==> config.mk <==
export PLATFORM = sky130hd
export DESIGN_NAME = setpoint_limiter_ramp
export DESIGN_NICKNAME = d
export VERILOG_FILES = /design/src/common/sp_ramp_pkg.sv /design/src/common/ramp_bank_if.sv /design/src/verilog/setpoint_limiter_ramp.sv /design/src/verilog/sp_clamp.sv /design/src/verilog/bank_ramp_mem.sv
export SDC_FILE = /design/constraint.sdc
export NUM_CORES = 1
export LEC_CHECK = 0
export BUFFER_PORTS_ARGS = -buffer_cell sky130_fd_sc_hd__buf_2
export CORE_MARGIN = 2
export CORE_UTILIZATION = 50
export CTS_CLUSTER_SIZE = 25
export DETAILED_ROUTE_END_ITERATION = 10
export GPL_TIMING_DRIVEN = 0
export PLACE_DENSITY_LB_ADDON = 0.08
export SKIP_CTS_REPAIR_TIMING = 1
export SLEW_MARGIN = 20
export SYNTH_ARGS = -nofsm -noshare
export SYNTH_HDL_FRONTEND = slang
export SYNTH_SLANG_ARGS = --single-unit
==> constraint.sdc <==
create_clock -name i_core_clk -period 11.7 [get_ports i_core_clk]
set_input_delay 1.17 -clock i_core_clk [delete_from_list [all_inputs] [get_ports i_core_clk]]
set_output_delay 1.17 -clock i_core_clk [all_outputs]
set_load 0.01 [all_outputs]
==> src/common/sp_ramp_pkg.sv <==
package sp_ramp_pkg;
    localparam int SP_W = 16;
    localparam int BANKS = 8;
    localparam int BANK_W = 3;
    localparam int TICK_W = 12;

    // register offsets (byte addresses)
    localparam logic [7:0] OFF_CTRL = 8'h00;
    localparam logic [7:0] OFF_LOCAL_SP = 8'h04;
    localparam logic [7:0] OFF_UPPER = 8'h08;
    localparam logic [7:0] OFF_LOWER = 8'h0c;
    localparam logic [7:0] OFF_UNIT = 8'h10;
    localparam logic [7:0] OFF_RAMP_ADJ = 8'h14;
    localparam logic [7:0] OFF_RAMP_BANK = 8'h18;
    localparam logic [7:0] OFF_STATUS = 8'h1c;
    localparam logic [7:0] OFF_RAMP_SP = 8'h20;
    localparam logic [7:0] OFF_TARGET = 8'h24;

    // control register fields
    localparam int CTRL_RUN_BIT = 0;
    localparam int CTRL_REMOTE_BIT = 1;
    localparam int CTRL_ALSEL_BIT = 2;
    localparam int CTRL_BANK_LSB = 4;
    localparam int CTRL_AT_BIT = 8;
    localparam int CTRL_REAPPLY_BIT = 9;
    localparam int RAMP_BANK_LSB = 16;

    // status register fields
    localparam int STAT_RAMPING_BIT = 0;
    localparam int STAT_AT_PEND_BIT = 1;
    localparam int STAT_AT_RUN_BIT = 2;
    localparam int STAT_RUNNING_BIT = 3;

    // reset values
    localparam logic RST_RUN = 1'b1;
    localparam logic [SP_W-1:0] RST_UPPER = 16'h7fff;
    localparam logic [SP_W-1:0] RST_LOWER = 16'h8000;
    localparam logic [SP_W-1:0] RST_LOCAL_SP = 16'h0000;
    localparam logic [SP_W-1:0] RAMP_OFF = 16'h0000;
    localparam logic [1:0] RST_UNIT = 2'h0;

    // ramp time unit codes and their length in second ticks
    localparam logic [1:0] UNIT_SEC = 2'h0;
    localparam logic [1:0] UNIT_MIN = 2'h1;
    localparam logic [1:0] UNIT_HOUR = 2'h2;
    localparam logic [TICK_W-1:0] UNIT_SEC_TICKS = 12'h001;
    localparam logic [TICK_W-1:0] UNIT_MIN_TICKS = 12'h03c;
    localparam logic [TICK_W-1:0] UNIT_HOUR_TICKS = 12'he10;

    typedef enum logic [1:0] {ST_STOP, ST_SEED, ST_RAMP} ramp_state_t;
endpackage

==> src/common/ramp_bank_if.sv <==
`timescale 1ns/1ps
interface ramp_bank_if #(parameter int W = 16, parameter int IDX_W = 3);
    logic wr_en;
    logic [IDX_W-1:0] wr_idx;
    logic [W-1:0] wr_data;
    logic [IDX_W-1:0] rd_idx;
    logic [W-1:0] rd_data;
    modport mem (input wr_en, input wr_idx, input wr_data, input rd_idx, output rd_data);
    modport ctl (output wr_en, output wr_idx, output wr_data, output rd_idx, input rd_data);
endinterface

==> src/verilog/setpoint_limiter_ramp.sv <==
`timescale 1ns/1ps
module setpoint_limiter_ramp import sp_ramp_pkg::*; #(
    parameter int SP_WIDTH = SP_W
) (
    // clock and reset
    input wire logic i_core_clk,
    input wire logic i_rst,
    // apb slave
    input wire logic i_psel,
    input wire logic i_penable,
    input wire logic i_pwrite,
    input wire logic [7:0] i_paddr,
    input wire logic [31:0] i_pwdata,
    output logic [31:0] o_prdata,
    output logic o_pready,
    output logic o_pslverr,
    // process side
    input wire logic signed [SP_WIDTH-1:0] i_pv,
    input wire logic signed [SP_WIDTH-1:0] i_remote_sp,
    input wire logic signed [SP_WIDTH-1:0] i_range_upper,
    input wire logic signed [SP_WIDTH-1:0] i_range_lower,
    input wire logic i_input_cfg_change,
    input wire logic i_error,
    input wire logic i_sec_tick,
    // set point consumers
    output logic signed [SP_WIDTH-1:0] o_ctrl_sp,
    output logic signed [SP_WIDTH-1:0] o_alarm_sp,
    output logic o_ramping,
    output logic o_autotune_start
);
    typedef struct packed {
        ramp_state_t st;
        logic run;
        logic remote;
        logic alsel;
        logic [BANK_W-1:0] bank;
        logic [1:0] unit;
        logic signed [SP_WIDTH-1:0] local_sp;
        logic signed [SP_WIDTH-1:0] upper;
        logic signed [SP_WIDTH-1:0] lower;
        logic signed [SP_WIDTH-1:0] ramp_sp;
        logic signed [SP_WIDTH-1:0] alarm_sp;
        logic [TICK_W-1:0] tick_cnt;
        logic reapply;
        logic at_pending;
        logic at_start;
        logic ramping;
        logic [31:0] prdata;
    } state_t;

    state_t r;
    state_t n;
    if (SP_WIDTH != SP_W) begin
        $error("setpoint_limiter_ramp: SP_WIDTH must match package width");
    end

    ramp_bank_if #(.W(SP_WIDTH), .IDX_W(BANK_W)) bank_if ();

    bank_ramp_mem #(.W(SP_WIDTH), .DEPTH(BANKS), .IDX_W(BANK_W)) u_bank_mem (
        .i_core_clk(i_core_clk),
        .i_rst(i_rst),
        .bus(bank_if.mem)
    );

    logic apb_wr;
    logic apb_rd_setup;
    logic mapped;
    logic run_eff;
    logic unit_hit;
    logic ramping;
    logic within_step;
    logic local_wr;
    logic [SP_WIDTH-1:0] amount;
    logic [TICK_W-1:0] unit_limit;
    logic signed [SP_WIDTH-1:0] src_sp;
    logic signed [SP_WIDTH-1:0] target;
    logic signed [SP_WIDTH-1:0] local_in;
    logic signed [SP_WIDTH-1:0] local_clamped;
    logic signed [SP_WIDTH:0] diff;
    logic signed [SP_WIDTH:0] amt_ext;
    logic signed [SP_WIDTH:0] ramp_ext;

    assign apb_wr = i_psel & i_penable & i_pwrite;
    assign apb_rd_setup = i_psel & ~i_penable & ~i_pwrite;
    assign local_wr = apb_wr && (i_paddr == OFF_LOCAL_SP);

    always_comb begin
        case (i_paddr)
            OFF_CTRL, OFF_LOCAL_SP, OFF_UPPER, OFF_LOWER, OFF_UNIT,
            OFF_RAMP_ADJ, OFF_RAMP_BANK, OFF_STATUS, OFF_RAMP_SP, OFF_TARGET: begin
                mapped = 1'b1;
            end
            default: begin
                mapped = 1'b0;
            end
        endcase
    end

    // zero wait states; unmapped addresses answer with an error
    assign o_pready = 1'b1;
    assign o_pslverr = i_psel & i_penable & ~mapped;

    // bank amounts: adjustment path hits the active bank, the bank path any bank
    assign bank_if.wr_en = apb_wr && (i_paddr == OFF_RAMP_ADJ || i_paddr == OFF_RAMP_BANK);
    assign bank_if.wr_idx = (i_paddr == OFF_RAMP_ADJ) ? r.bank
        : i_pwdata[RAMP_BANK_LSB +: BANK_W];
    assign bank_if.wr_data = i_pwdata[SP_WIDTH-1:0];
    assign bank_if.rd_idx = r.bank;
    assign amount = bank_if.rd_data;

    // a fresh local value is clamped on the way in, else re-clamped in place
    assign local_in = local_wr ? $signed(i_pwdata[SP_WIDTH-1:0]) : r.local_sp;

    sp_clamp #(.W(SP_WIDTH)) u_clamp_local (
        .i_value(local_in),
        .i_upper(r.upper),
        .i_lower(r.lower),
        .o_value(local_clamped)
    );

    assign src_sp = r.remote ? i_remote_sp : r.local_sp;

    sp_clamp #(.W(SP_WIDTH)) u_clamp_target (
        .i_value(src_sp),
        .i_upper(r.upper),
        .i_lower(r.lower),
        .o_value(target)
    );

    assign run_eff = r.run & ~i_error;

    always_comb begin
        case (r.unit)
            UNIT_MIN: begin
                unit_limit = UNIT_MIN_TICKS;
            end
            UNIT_HOUR: begin
                unit_limit = UNIT_HOUR_TICKS;
            end
            default: begin
                unit_limit = UNIT_SEC_TICKS;
            end
        endcase
    end

    // one step per time unit keeps the arithmetic free of division
    assign unit_hit = i_sec_tick && (r.tick_cnt >= unit_limit - 1'b1);

    assign ramp_ext = {r.ramp_sp[SP_WIDTH-1], r.ramp_sp};
    assign diff = {target[SP_WIDTH-1], target} - ramp_ext;
    assign amt_ext = $signed({1'b0, amount});
    assign within_step = (diff <= amt_ext) && (diff >= -amt_ext);

    assign ramping = run_eff && ((r.st == ST_SEED) ||
        (r.st == ST_RAMP && amount != RAMP_OFF && r.ramp_sp != target));

    always_comb begin
        n = r;
        n.at_start = 1'b0;
        n.reapply = 1'b0;
        if (r.reapply) begin
            n.local_sp = local_clamped;
        end
        if (r.at_pending && !ramping && run_eff) begin
            n.at_pending = 1'b0;
            n.at_start = 1'b1;
        end

        if (apb_wr) begin
            case (i_paddr)
                OFF_CTRL: begin
                    n.run = i_pwdata[CTRL_RUN_BIT];
                    n.remote = i_pwdata[CTRL_REMOTE_BIT];
                    n.alsel = i_pwdata[CTRL_ALSEL_BIT];
                    n.bank = i_pwdata[CTRL_BANK_LSB +: BANK_W];
                    if (i_pwdata[CTRL_AT_BIT]) begin
                        n.at_pending = 1'b1;
                    end
                    if (i_pwdata[CTRL_REAPPLY_BIT]) begin
                        n.reapply = 1'b1;
                    end
                end
                OFF_LOCAL_SP: begin
                    n.local_sp = local_clamped;
                end
                OFF_UPPER: begin
                    n.upper = $signed(i_pwdata[SP_WIDTH-1:0]);
                    n.reapply = 1'b1;
                end
                OFF_LOWER: begin
                    n.lower = $signed(i_pwdata[SP_WIDTH-1:0]);
                    n.reapply = 1'b1;
                end
                OFF_UNIT: begin
                    n.unit = i_pwdata[1:0];
                end
                default: begin
                end
            endcase
        end
        // a range change overrides any bound written in the same cycle
        if (i_input_cfg_change) begin
            n.upper = i_range_upper;
            n.lower = i_range_lower;
            n.reapply = 1'b1;
        end
        if (i_sec_tick) begin
            n.tick_cnt = unit_hit ? '0 : r.tick_cnt + 1'b1;
        end
        case (r.st)
            ST_STOP: begin
                n.ramp_sp = target;
                if (run_eff) begin
                    n.st = ST_SEED;
                end
            end
            ST_SEED: begin
                n.ramp_sp = (amount == RAMP_OFF) ? target : i_pv;
                n.tick_cnt = '0;
                n.st = ST_RAMP;
            end
            ST_RAMP: begin
                if (!run_eff) begin
                    n.st = ST_STOP;
                    n.ramp_sp = target;
                end else if (amount == RAMP_OFF) begin
                    n.ramp_sp = target;
                end else if (unit_hit) begin
                    if (within_step) begin
                        n.ramp_sp = target;
                    end else if (diff > 0) begin
                        n.ramp_sp = SP_WIDTH'(ramp_ext + amt_ext);
                    end else begin
                        n.ramp_sp = SP_WIDTH'(ramp_ext - amt_ext);
                    end
                end
            end
            default: begin
                n.st = ST_STOP;
            end
        endcase
        n.alarm_sp = r.alsel ? target : n.ramp_sp;
        n.ramping = ramping;
        if (apb_rd_setup) begin
            n.prdata = '0;
            case (i_paddr)
                OFF_CTRL: begin
                    n.prdata[CTRL_RUN_BIT] = r.run;
                    n.prdata[CTRL_REMOTE_BIT] = r.remote;
                    n.prdata[CTRL_ALSEL_BIT] = r.alsel;
                    n.prdata[CTRL_BANK_LSB +: BANK_W] = r.bank;
                end
                OFF_LOCAL_SP: begin
                    n.prdata = 32'(r.local_sp);
                end
                OFF_UPPER: begin
                    n.prdata = 32'(r.upper);
                end
                OFF_LOWER: begin
                    n.prdata = 32'(r.lower);
                end
                OFF_UNIT: begin
                    n.prdata[1:0] = r.unit;
                end
                OFF_RAMP_ADJ, OFF_RAMP_BANK: begin
                    n.prdata[SP_WIDTH-1:0] = amount;
                end
                OFF_STATUS: begin
                    n.prdata[STAT_RAMPING_BIT] = ramping;
                    n.prdata[STAT_AT_PEND_BIT] = r.at_pending;
                    n.prdata[STAT_AT_RUN_BIT] = r.at_start;
                    n.prdata[STAT_RUNNING_BIT] = run_eff;
                end
                OFF_RAMP_SP: begin
                    n.prdata = 32'(r.ramp_sp);
                end
                OFF_TARGET: begin
                    n.prdata = 32'(target);
                end
                default: begin
                end
            endcase
        end
    end

    always_ff @(posedge i_core_clk or posedge i_rst) begin
        if (i_rst) begin
            r <= '0;
            r.st <= ST_STOP;
            r.run <= RST_RUN;
            r.upper <= RST_UPPER;
            r.lower <= RST_LOWER;
            r.local_sp <= RST_LOCAL_SP;
            r.unit <= RST_UNIT;
        end else begin
            r <= n;
        end
    end

    assign o_prdata = r.prdata;
    assign o_ctrl_sp = r.ramp_sp;
    assign o_alarm_sp = r.alarm_sp;
    assign o_ramping = r.ramping;
    assign o_autotune_start = r.at_start;
endmodule

==> src/verilog/sp_clamp.sv <==
`timescale 1ns/1ps
module sp_clamp #(parameter int W = 16) (
    // value and bounds
    input wire logic signed [W-1:0] i_value,
    input wire logic signed [W-1:0] i_upper,
    input wire logic signed [W-1:0] i_lower,
    // clamped value
    output logic signed [W-1:0] o_value
);
    // with crossed bounds, values above the upper bound get the upper bound, all others the lower bound
    always_comb begin
        if (i_value > i_upper) begin
            o_value = i_upper;
        end else if (i_value < i_lower) begin
            o_value = i_lower;
        end else begin
            o_value = i_value;
        end
    end
endmodule

==> src/verilog/bank_ramp_mem.sv <==
`timescale 1ns/1ps
module bank_ramp_mem #(parameter int W = 16, parameter int DEPTH = 8, parameter int IDX_W = 3) (
    // clock and reset
    input wire logic i_core_clk,
    input wire logic i_rst,
    // access port
    ramp_bank_if.mem bus
);
    typedef struct packed {
        logic [DEPTH-1:0][W-1:0] word;
        logic [W-1:0] rd;
    } mem_state_t;

    mem_state_t r;
    mem_state_t n;

    if (DEPTH > (1 << IDX_W) || W < 1) begin
        $error("bank_ramp_mem: depth does not fit index width");
    end

    always_comb begin
        n = r;
        if (bus.wr_en) begin
            n.word[bus.wr_idx] = bus.wr_data;
        end
        n.rd = r.word[bus.rd_idx];
    end

    // every amount starts as off, so no bank ramps until configured
    always_ff @(posedge i_core_clk or posedge i_rst) begin
        if (i_rst) begin
            r <= '0;
        end else begin
            r <= n;
        end
    end

    assign bus.rd_data = r.rd;
endmodule

==> results_dict.tcl, run 1 <==
set metrics [dict create \
    status "finished clean" \
    worst-path-max-fanout 10 \
    ys_warn_count 0 \
    multi_input_area_sq_um 11080 \
    r2r_slack_ps 690 \
    clk_latency_ps 600 \
    hold_end "u_bank_mem.r[88]" \
    grt_pass1_vias 15880 \
    area_delta_synth_final_pct 13.47 \
    drt-total-wl_mm 66.91 \
    max_slew_margin_pct 30.62 \
    dp_cells 2602 \
    pwr-share-comb_pct 58.7 \
    die-area_sq_um 39750 \
    cts_tree "yes" \
    ys_ff_latch 267 \
    ys_types 87 \
    stdcell_count 2657 \
    postRouteAntennaNets 0 \
    drcViolationCount 0 \
    dp_slack_ps 955.8 \
    numClockSinks 267 \
    final-hold-violation-count 0 \
    grt_setup_unrepaired "false" \
    drt-met1-wl_mm 28.89 \
    top_layer_used "met4" \
    final_cell_mix "dfrtp_1 (250), mux2_2 (189), buf_2 (181), ha_1 (140), nand2_1 (122)" \
    setup_ws_ps 687.5 \
    startpoint_type "flop" \
    clkTransAtPathRegs_ps 60 \
    final_common_cell "dfrtp_1" \
    post_route_cells_drive_above_1_share_pct 26.70 \
    grt_pass1_wl_mm 98.30 \
    cp.arrival_ps 11460 \
    whs_path_depth 2 \
    gp_congestion 0.9806 \
    leakagePower_nw 10.32 \
    worst-setup-path-type "flop to flop" \
    power.internal_w 0.002898 \
    vias 16290 \
    reg2reg_depth 33 \
    cpPeakStageDelay_ps 780 \
    ir_drop_mv 0.1320 \
    synth_edf_count 0 \
    p_clk_share_pct 18.6 \
    drv_cap 0 \
    routed-wl-met2_mm 30.50 \
    dp_hpwl_mm 52.05 \
    track_usage_pct 33.66 \
    worst_pin_slew_ps 1012 \
    synth_ff_type "dfrtp_1" \
    switching_share_pct 45.52 \
    hold_class "flop to flop" \
    firstDrtPassIters 8 \
    io_pins 180 \
    overflow 0 \
    regArea_sq_um 6703 \
    antenna_found_initial 1 \
    die_y_um 199.4 \
    timing.rr.start "r[134]" \
    grt_max_degree 106 \
    seq_area_frac_synth_pct 35.12 \
    syn-cell-area_sq_um 19090 \
    fin_crit_ps 11010 \
    nets 2377 \
    drt_iter0_markers 1654 \
    wire_per_inst_um 25.18 \
    fmax_ghz 0.09081 \
    drt-vias-per-instance 6.132 \
    skew_ps 33.64 \
    port_buffers 161 \
    n_fill_cell 3409 \
    required_ps 12140 \
    power_density_nw_per_um2 245.6 \
    min-delay-start "u_bank_mem.r[88]" \
    p_sw_w 0.002420 \
    htree_levels 1 \
    coreArea_sq_um 37670 \
    cp-end-kind "flop" \
    netlist_instances 1926 \
    numCtsBuffers 30 \
    finalSetupTns_ps 0 \
    async_reset_ff_share_pct 100.0 \
    cp-startpoint "r[134]" \
    cts-root-buf "clkbuf_16" \
    fin_util_pct 57.50 \
    regToRegEndpoint "o_alarm_sp[15]" \
    slowest_stage "mux2i_1" \
    fp.dieW_um 199.4 \
    slew_viol_final 0 \
    seqPwrFrac_pct 22.7 \
    initial_core_util_pct 50.67 \
    finalCritPeriodShare_pct 94.12 \
    setup_viol 0 \
    cts_buffer_depth 3 \
    syn_avg_cell_area_sq_um 9.910 \
    n_antenna_cell 0 \
    rows 71 \
    met3_length_mm 4.326 \
]
power groups by stage:
stage / registers [W] / logic (W) / clock network, W
6_report: 0.00121 / 0.00312 / 0.000990
5_1_grt: 0.00121 / 0.00346 / 0.00104
4_1_cts: 0.00119 / 0.00308 / 0.00100
3_5_place_dp: 0.00121 / 0.00306 / 0
3_3_place_gp: 0.00121 / 0.00300 / 0
2_1_floorplan: 0.00111 / 0.00227 / 0
Yosys cell counts (all sizes together), types with 5 or more instances:
cell type  instances  share of area (%)
mux4              32                3.8
a22o              10               0.46
inv              102                2.0
dfstp             17                2.3
nand3             30               0.79
nor3b              7               0.28
clkbuf            65                1.3
nor2b             14               0.46
mux2i             72                3.8
mux2             190                 11
nand4             20               0.69
nand2            123                2.4
o22ai              9               0.29
o31ai              5               0.27
ha               140                9.2
a32o               5               0.26
a221oi            12               0.55
o21bai             8               0.31
and3              19               0.62
a21oi            102                2.7
xor2               9               0.41
a31oi             18               0.59
a21o              23               0.90
or3               22               0.75
a2111oi            5               0.36
or4                5               0.20
dfrtp            250                 33
or2                5               0.16
o21a              13               0.51
a222oi            10               0.52
o211ai            13               0.51
o21ai            126                3.3
nor3              46                1.2
and4               7               0.32
nor2             116                2.3
nand2b            18               0.59
xnor2             41                1.9
a211oi            26                1.2
nor4               9               0.60
a22oi             27                1.1
buf              100                3.6
flip-flops by register name, summed over array words and instances, names as in the netlist:
register                flops
o_prdata                   17
u_bank_mem.bus.rd_data     16
r                          69
bank_if.rd_idx              3
o_ctrl_sp                  16
o_ramping                   1
u_bank_mem.r              128
o_alarm_sp                 16
o_autotune_start            1
logic make-up (layout without fill, tap and decap cells):
| family | after synthesis | count (layout) | share of synthesized area [%] |
|---|---|---|---|
| XOR/XNOR | 50 | 50 | 2.294 |
| flip-flops | 267 | 267 | 35.12 |
| multiplexers | 294 | 294 | 18.76 |
| adder cells (fa/ha/maj) | 142 | 142 | 9.388 |
| other | 1 | 2 | 0.01965 |
| AND/OR/NAND/NOR | 454 | 454 | 11.94 |
| AO/OA/AOI/OAI | 450 | 450 | 15.62 |
| buffers and inverters | 268 | 487 | 6.857 |
critical path, delay by kind of cell, from the launching register on:
| kind | cells | cell delay [ps] |
|---|---|---|
| XOR/XNOR | 1 | 190 |
| buffers and inverters | 4 | 1120 |
| multiplexers | 4 | 1850 |
| flip-flops | 1 | 330 |
| AND/OR/NAND/NOR | 9 | 2540 |
| adder cells (fa/ha/maj) | 4 | 1310 |
| AO/OA/AOI/OAI | 11 | 3510 |
metal layers:
metal	track usage, %	up-vias
met1	45.32	8003
met5	0	-
met4	14.51	0
met2	54.97	695
met3	3.966	163
li1	-	7431
through the flow:
stage               instance area [sq um]  hold WS [ps]  total power (W)
floorplan                           19090         440.0         0.003372
global placement                    20530         458.6         0.004213
detailed placement                  20610         469.8         0.004272
CTS                                 21660         483.6         0.005281
global route                        21660         512.2         0.005703
finish                              21660         481.9         0.005318
layout make-up:
type | count | area share, %
Clock buffer | 44 | 4.079
Buffer | 165 | 4.258
Multi-Input combinational cell | 1392 | 51.18
Sequential cell | 267 | 30.95
Inverter | 103 | 1.820
Timing Repair Buffer | 164 | 4.009
Clock inverter | 11 | 0.7568
Tap cell | 511 | 2.952
how the worst max path moves through the flow:
stage,end,slack (ps)
2_1_floorplan,o_alarm_sp[15],2990
3_3_place_gp,u_bank_mem.bus.rd_data[10],180
3_5_place_dp,o_alarm_sp[15],960
4_1_cts,o_alarm_sp[15],910
5_1_grt,o_alarm_sp[15],380
6_report,o_alarm_sp[15],690
(Power assumes the default switching activity.)
==> run 2: changes to the inputs <==
--- a/config.mk
+++ b/config.mk
@@ -11,7 +11,7 @@
 export CTS_CLUSTER_SIZE = 25
 export DETAILED_ROUTE_END_ITERATION = 10
 export GPL_TIMING_DRIVEN = 0
-export PLACE_DENSITY_LB_ADDON = 0.08
+export PLACE_DENSITY = 0.69
 export SKIP_CTS_REPAIR_TIMING = 1
 export SLEW_MARGIN = 20
 export SYNTH_ARGS = -nofsm -noshare
==> run 2 against run 1 <==
Sequential power about the same. Critical path depth increased by 2. Register-to-register slack improved by 110 ps. Core utilization decreased by 0.28 points. Clock skew increased by 0.54 ps. Sequential cell count unchanged. Worst setup slack improved by 110 ps. Cell count about the same. Maximum frequency increased by 1.0%. Wire length decreased by 5.7%. Clock-buffer cell count increased by 3. Largest power group unchanged.
==> results_dict.tcl, run 2 (synthesis gave the netlist of run 1 again) <==
set metrics [dict create \
    post_route_cells_drive_above_1_share_pct 26.45 \
    track_usage_pct 31.73 \
    die-area_sq_um 39750 \
    clk_latency_ps 600 \
    finalPower_w 0.005229 \
    finalSetupTns_ps 0 \
    clkTransAtPathRegs_ps 70 \
    n_fill_cell 3326 \
    htree_levels 1 \
    gp_congestion 1.025 \
    final_area_sq_um 21550 \
    wire_per_inst_um 23.76 \
    cts_buffer_depth 3 \
    grt_max_degree 105 \
    largest_reg_flops 128 \
    finalCritPeriodShare_pct 93.16 \
    slew_viol_final 0 \
    path_common_cell "ha_1" \
    grt_setup_unrepaired "false" \
    hold_class "flop to flop" \
    numCtsBuffers 29 \
    numClockSinks 267 \
    final_common_cell "dfrtp_1" \
    leakagePower_nw 10.27 \
    postRouteAntennaNets 0 \
    skew_ps 34.18 \
    fin_crit_ps 10900 \
    nets 2375 \
    cpPeakStageDelay_ps 830 \
    slowest_stage "mux2i_1" \
    final-hold-violation-count 0 \
    drv_cap 0 \
    fmax_ghz 0.09175 \
    setup_viol 0 \
    worst-path-max-fanout 10 \
    overflow 0 \
    required_ps 12170 \
    io_pins 180 \
    coreArea_sq_um 37670 \
    max_slew_margin_pct 31.95 \
    cts-root-buf "clkbuf_16" \
    fp.dieW_um 199.4 \
    drt-total-wl_mm 63.12 \
    rows 71 \
    ir_drop_mv 0.1388 \
    drcViolationCount 0 \
    port_buffers 161 \
    area_delta_synth_final_pct 12.91 \
    final_cell_mix "dfrtp_1 (250), mux2_2 (189), buf_2 (181), ha_1 (140), nand2_1 (122)" \
    cp-end-kind "flop" \
    regArea_sq_um 6703 \
    worst_pin_slew_ps 1021 \
    status "finished clean" \
    vias 16430 \
    grt_pass1_wl_mm 95.27 \
    cts_tree "yes" \
    cp.arrival_ps 11370 \
    power_density_nw_per_um2 242.6 \
    drt-vias-per-instance 6.185 \
    multi_input_area_sq_um 11080 \
    firstDrtPassIters 6 \
    dpl_cell_area_sq_um 20600 \
    dp_hpwl_mm 49.26 \
    initial_core_util_pct 50.67 \
    grt_pass1_vias 16140 \
    die_y_um 199.4 \
    worst-setup-path-type "flop to flop" \
    regMostFlops "u_bank_mem.r" \
    startpoint_type "flop" \
    drt_iter0_markers 1551 \
    antenna_found_initial 0 \
]
## run 2: cell count changes in the layout (fill, tap and decap cells not counted), sizes merged
| cell | delta |
|---|---|
| clkbuf | +4 |
| buf | -2 |
| bufinv | -2 |
| clkinv | -2 |
| diode | +1 |
## run 2: critical path: cells and delay by family, from the launching register on
kind,cells,cell delay [ps]
adder cells (fa/ha/maj),4,1300
multiplexers,3,1690
flip-flops,1,320
buffers and inverters,6,1650
XOR/XNOR,1,210
AO/OA/AOI/OAI,9,2730
AND/OR/NAND/NOR,12,2840
## run 2: area by class of cell
type	instances	share of cell area, %
diodes	1	0.01161
plain buffers	165	4.291
clock buffers	47	4.006
clock inverters	7	0.3948
inverters	103	1.829
multi-input cells	1392	51.40
flip-flops and latches	267	31.10
well taps	511	2.967
repair buffers	163	3.994
## run 2: routing by layer
metal,share of wire (%),track usage (%),vias up
met5,0,0,-
met4,4.2,12.73,0
met3,8.2,4.861,148
met2,46,52.01,756
met1,41,42.23,8095
li1,-,-,7429
## run 2: path summary, 6_finish.rpt
| kind | from | endpoint | slack [ps] | cells past startpoint |
|---|---|---|---|---|
| worst max-delay path | r[134] | o_alarm_sp[15] | 800 | 35 |
| worst min-delay path | o_prdata[4] | o_prdata[4] | 490 | 2 |
| worst max register to register | r[134] | o_alarm_sp[15] | 800 | 35 |
| worst min register to register | o_prdata[4] | o_prdata[4] | 490 | 2 |
| max in group asynchronous | i_rst | u_bank_mem.r[93] | 9740 | 4 |
| min in group asynchronous | i_rst | r[81] | 610 | 2 |
## run 2: through the flow
step	hold WS [ps]	cells	utilization, %	setup WS [ps]
after detailed placement	471.3	2601	54.69	921.3
after CTS	484.3	2655	57.21	1008
after global routing	508.9	2655	57.21	421.3
after global placement	461.3	2599	54.52	394.9
final	486.8	2656	57.22	800.4
after floorplan	440.0	1927	-	2991
## run 2: power breakdown
part	leakage (nW)	internal [W]	switching (W)
clock network	0.461	0.000528	0.000398
registers	3.52	0.00103	0.000161
logic	6.28	0.00128	0.00184
total	10.3	0.00283	0.00240
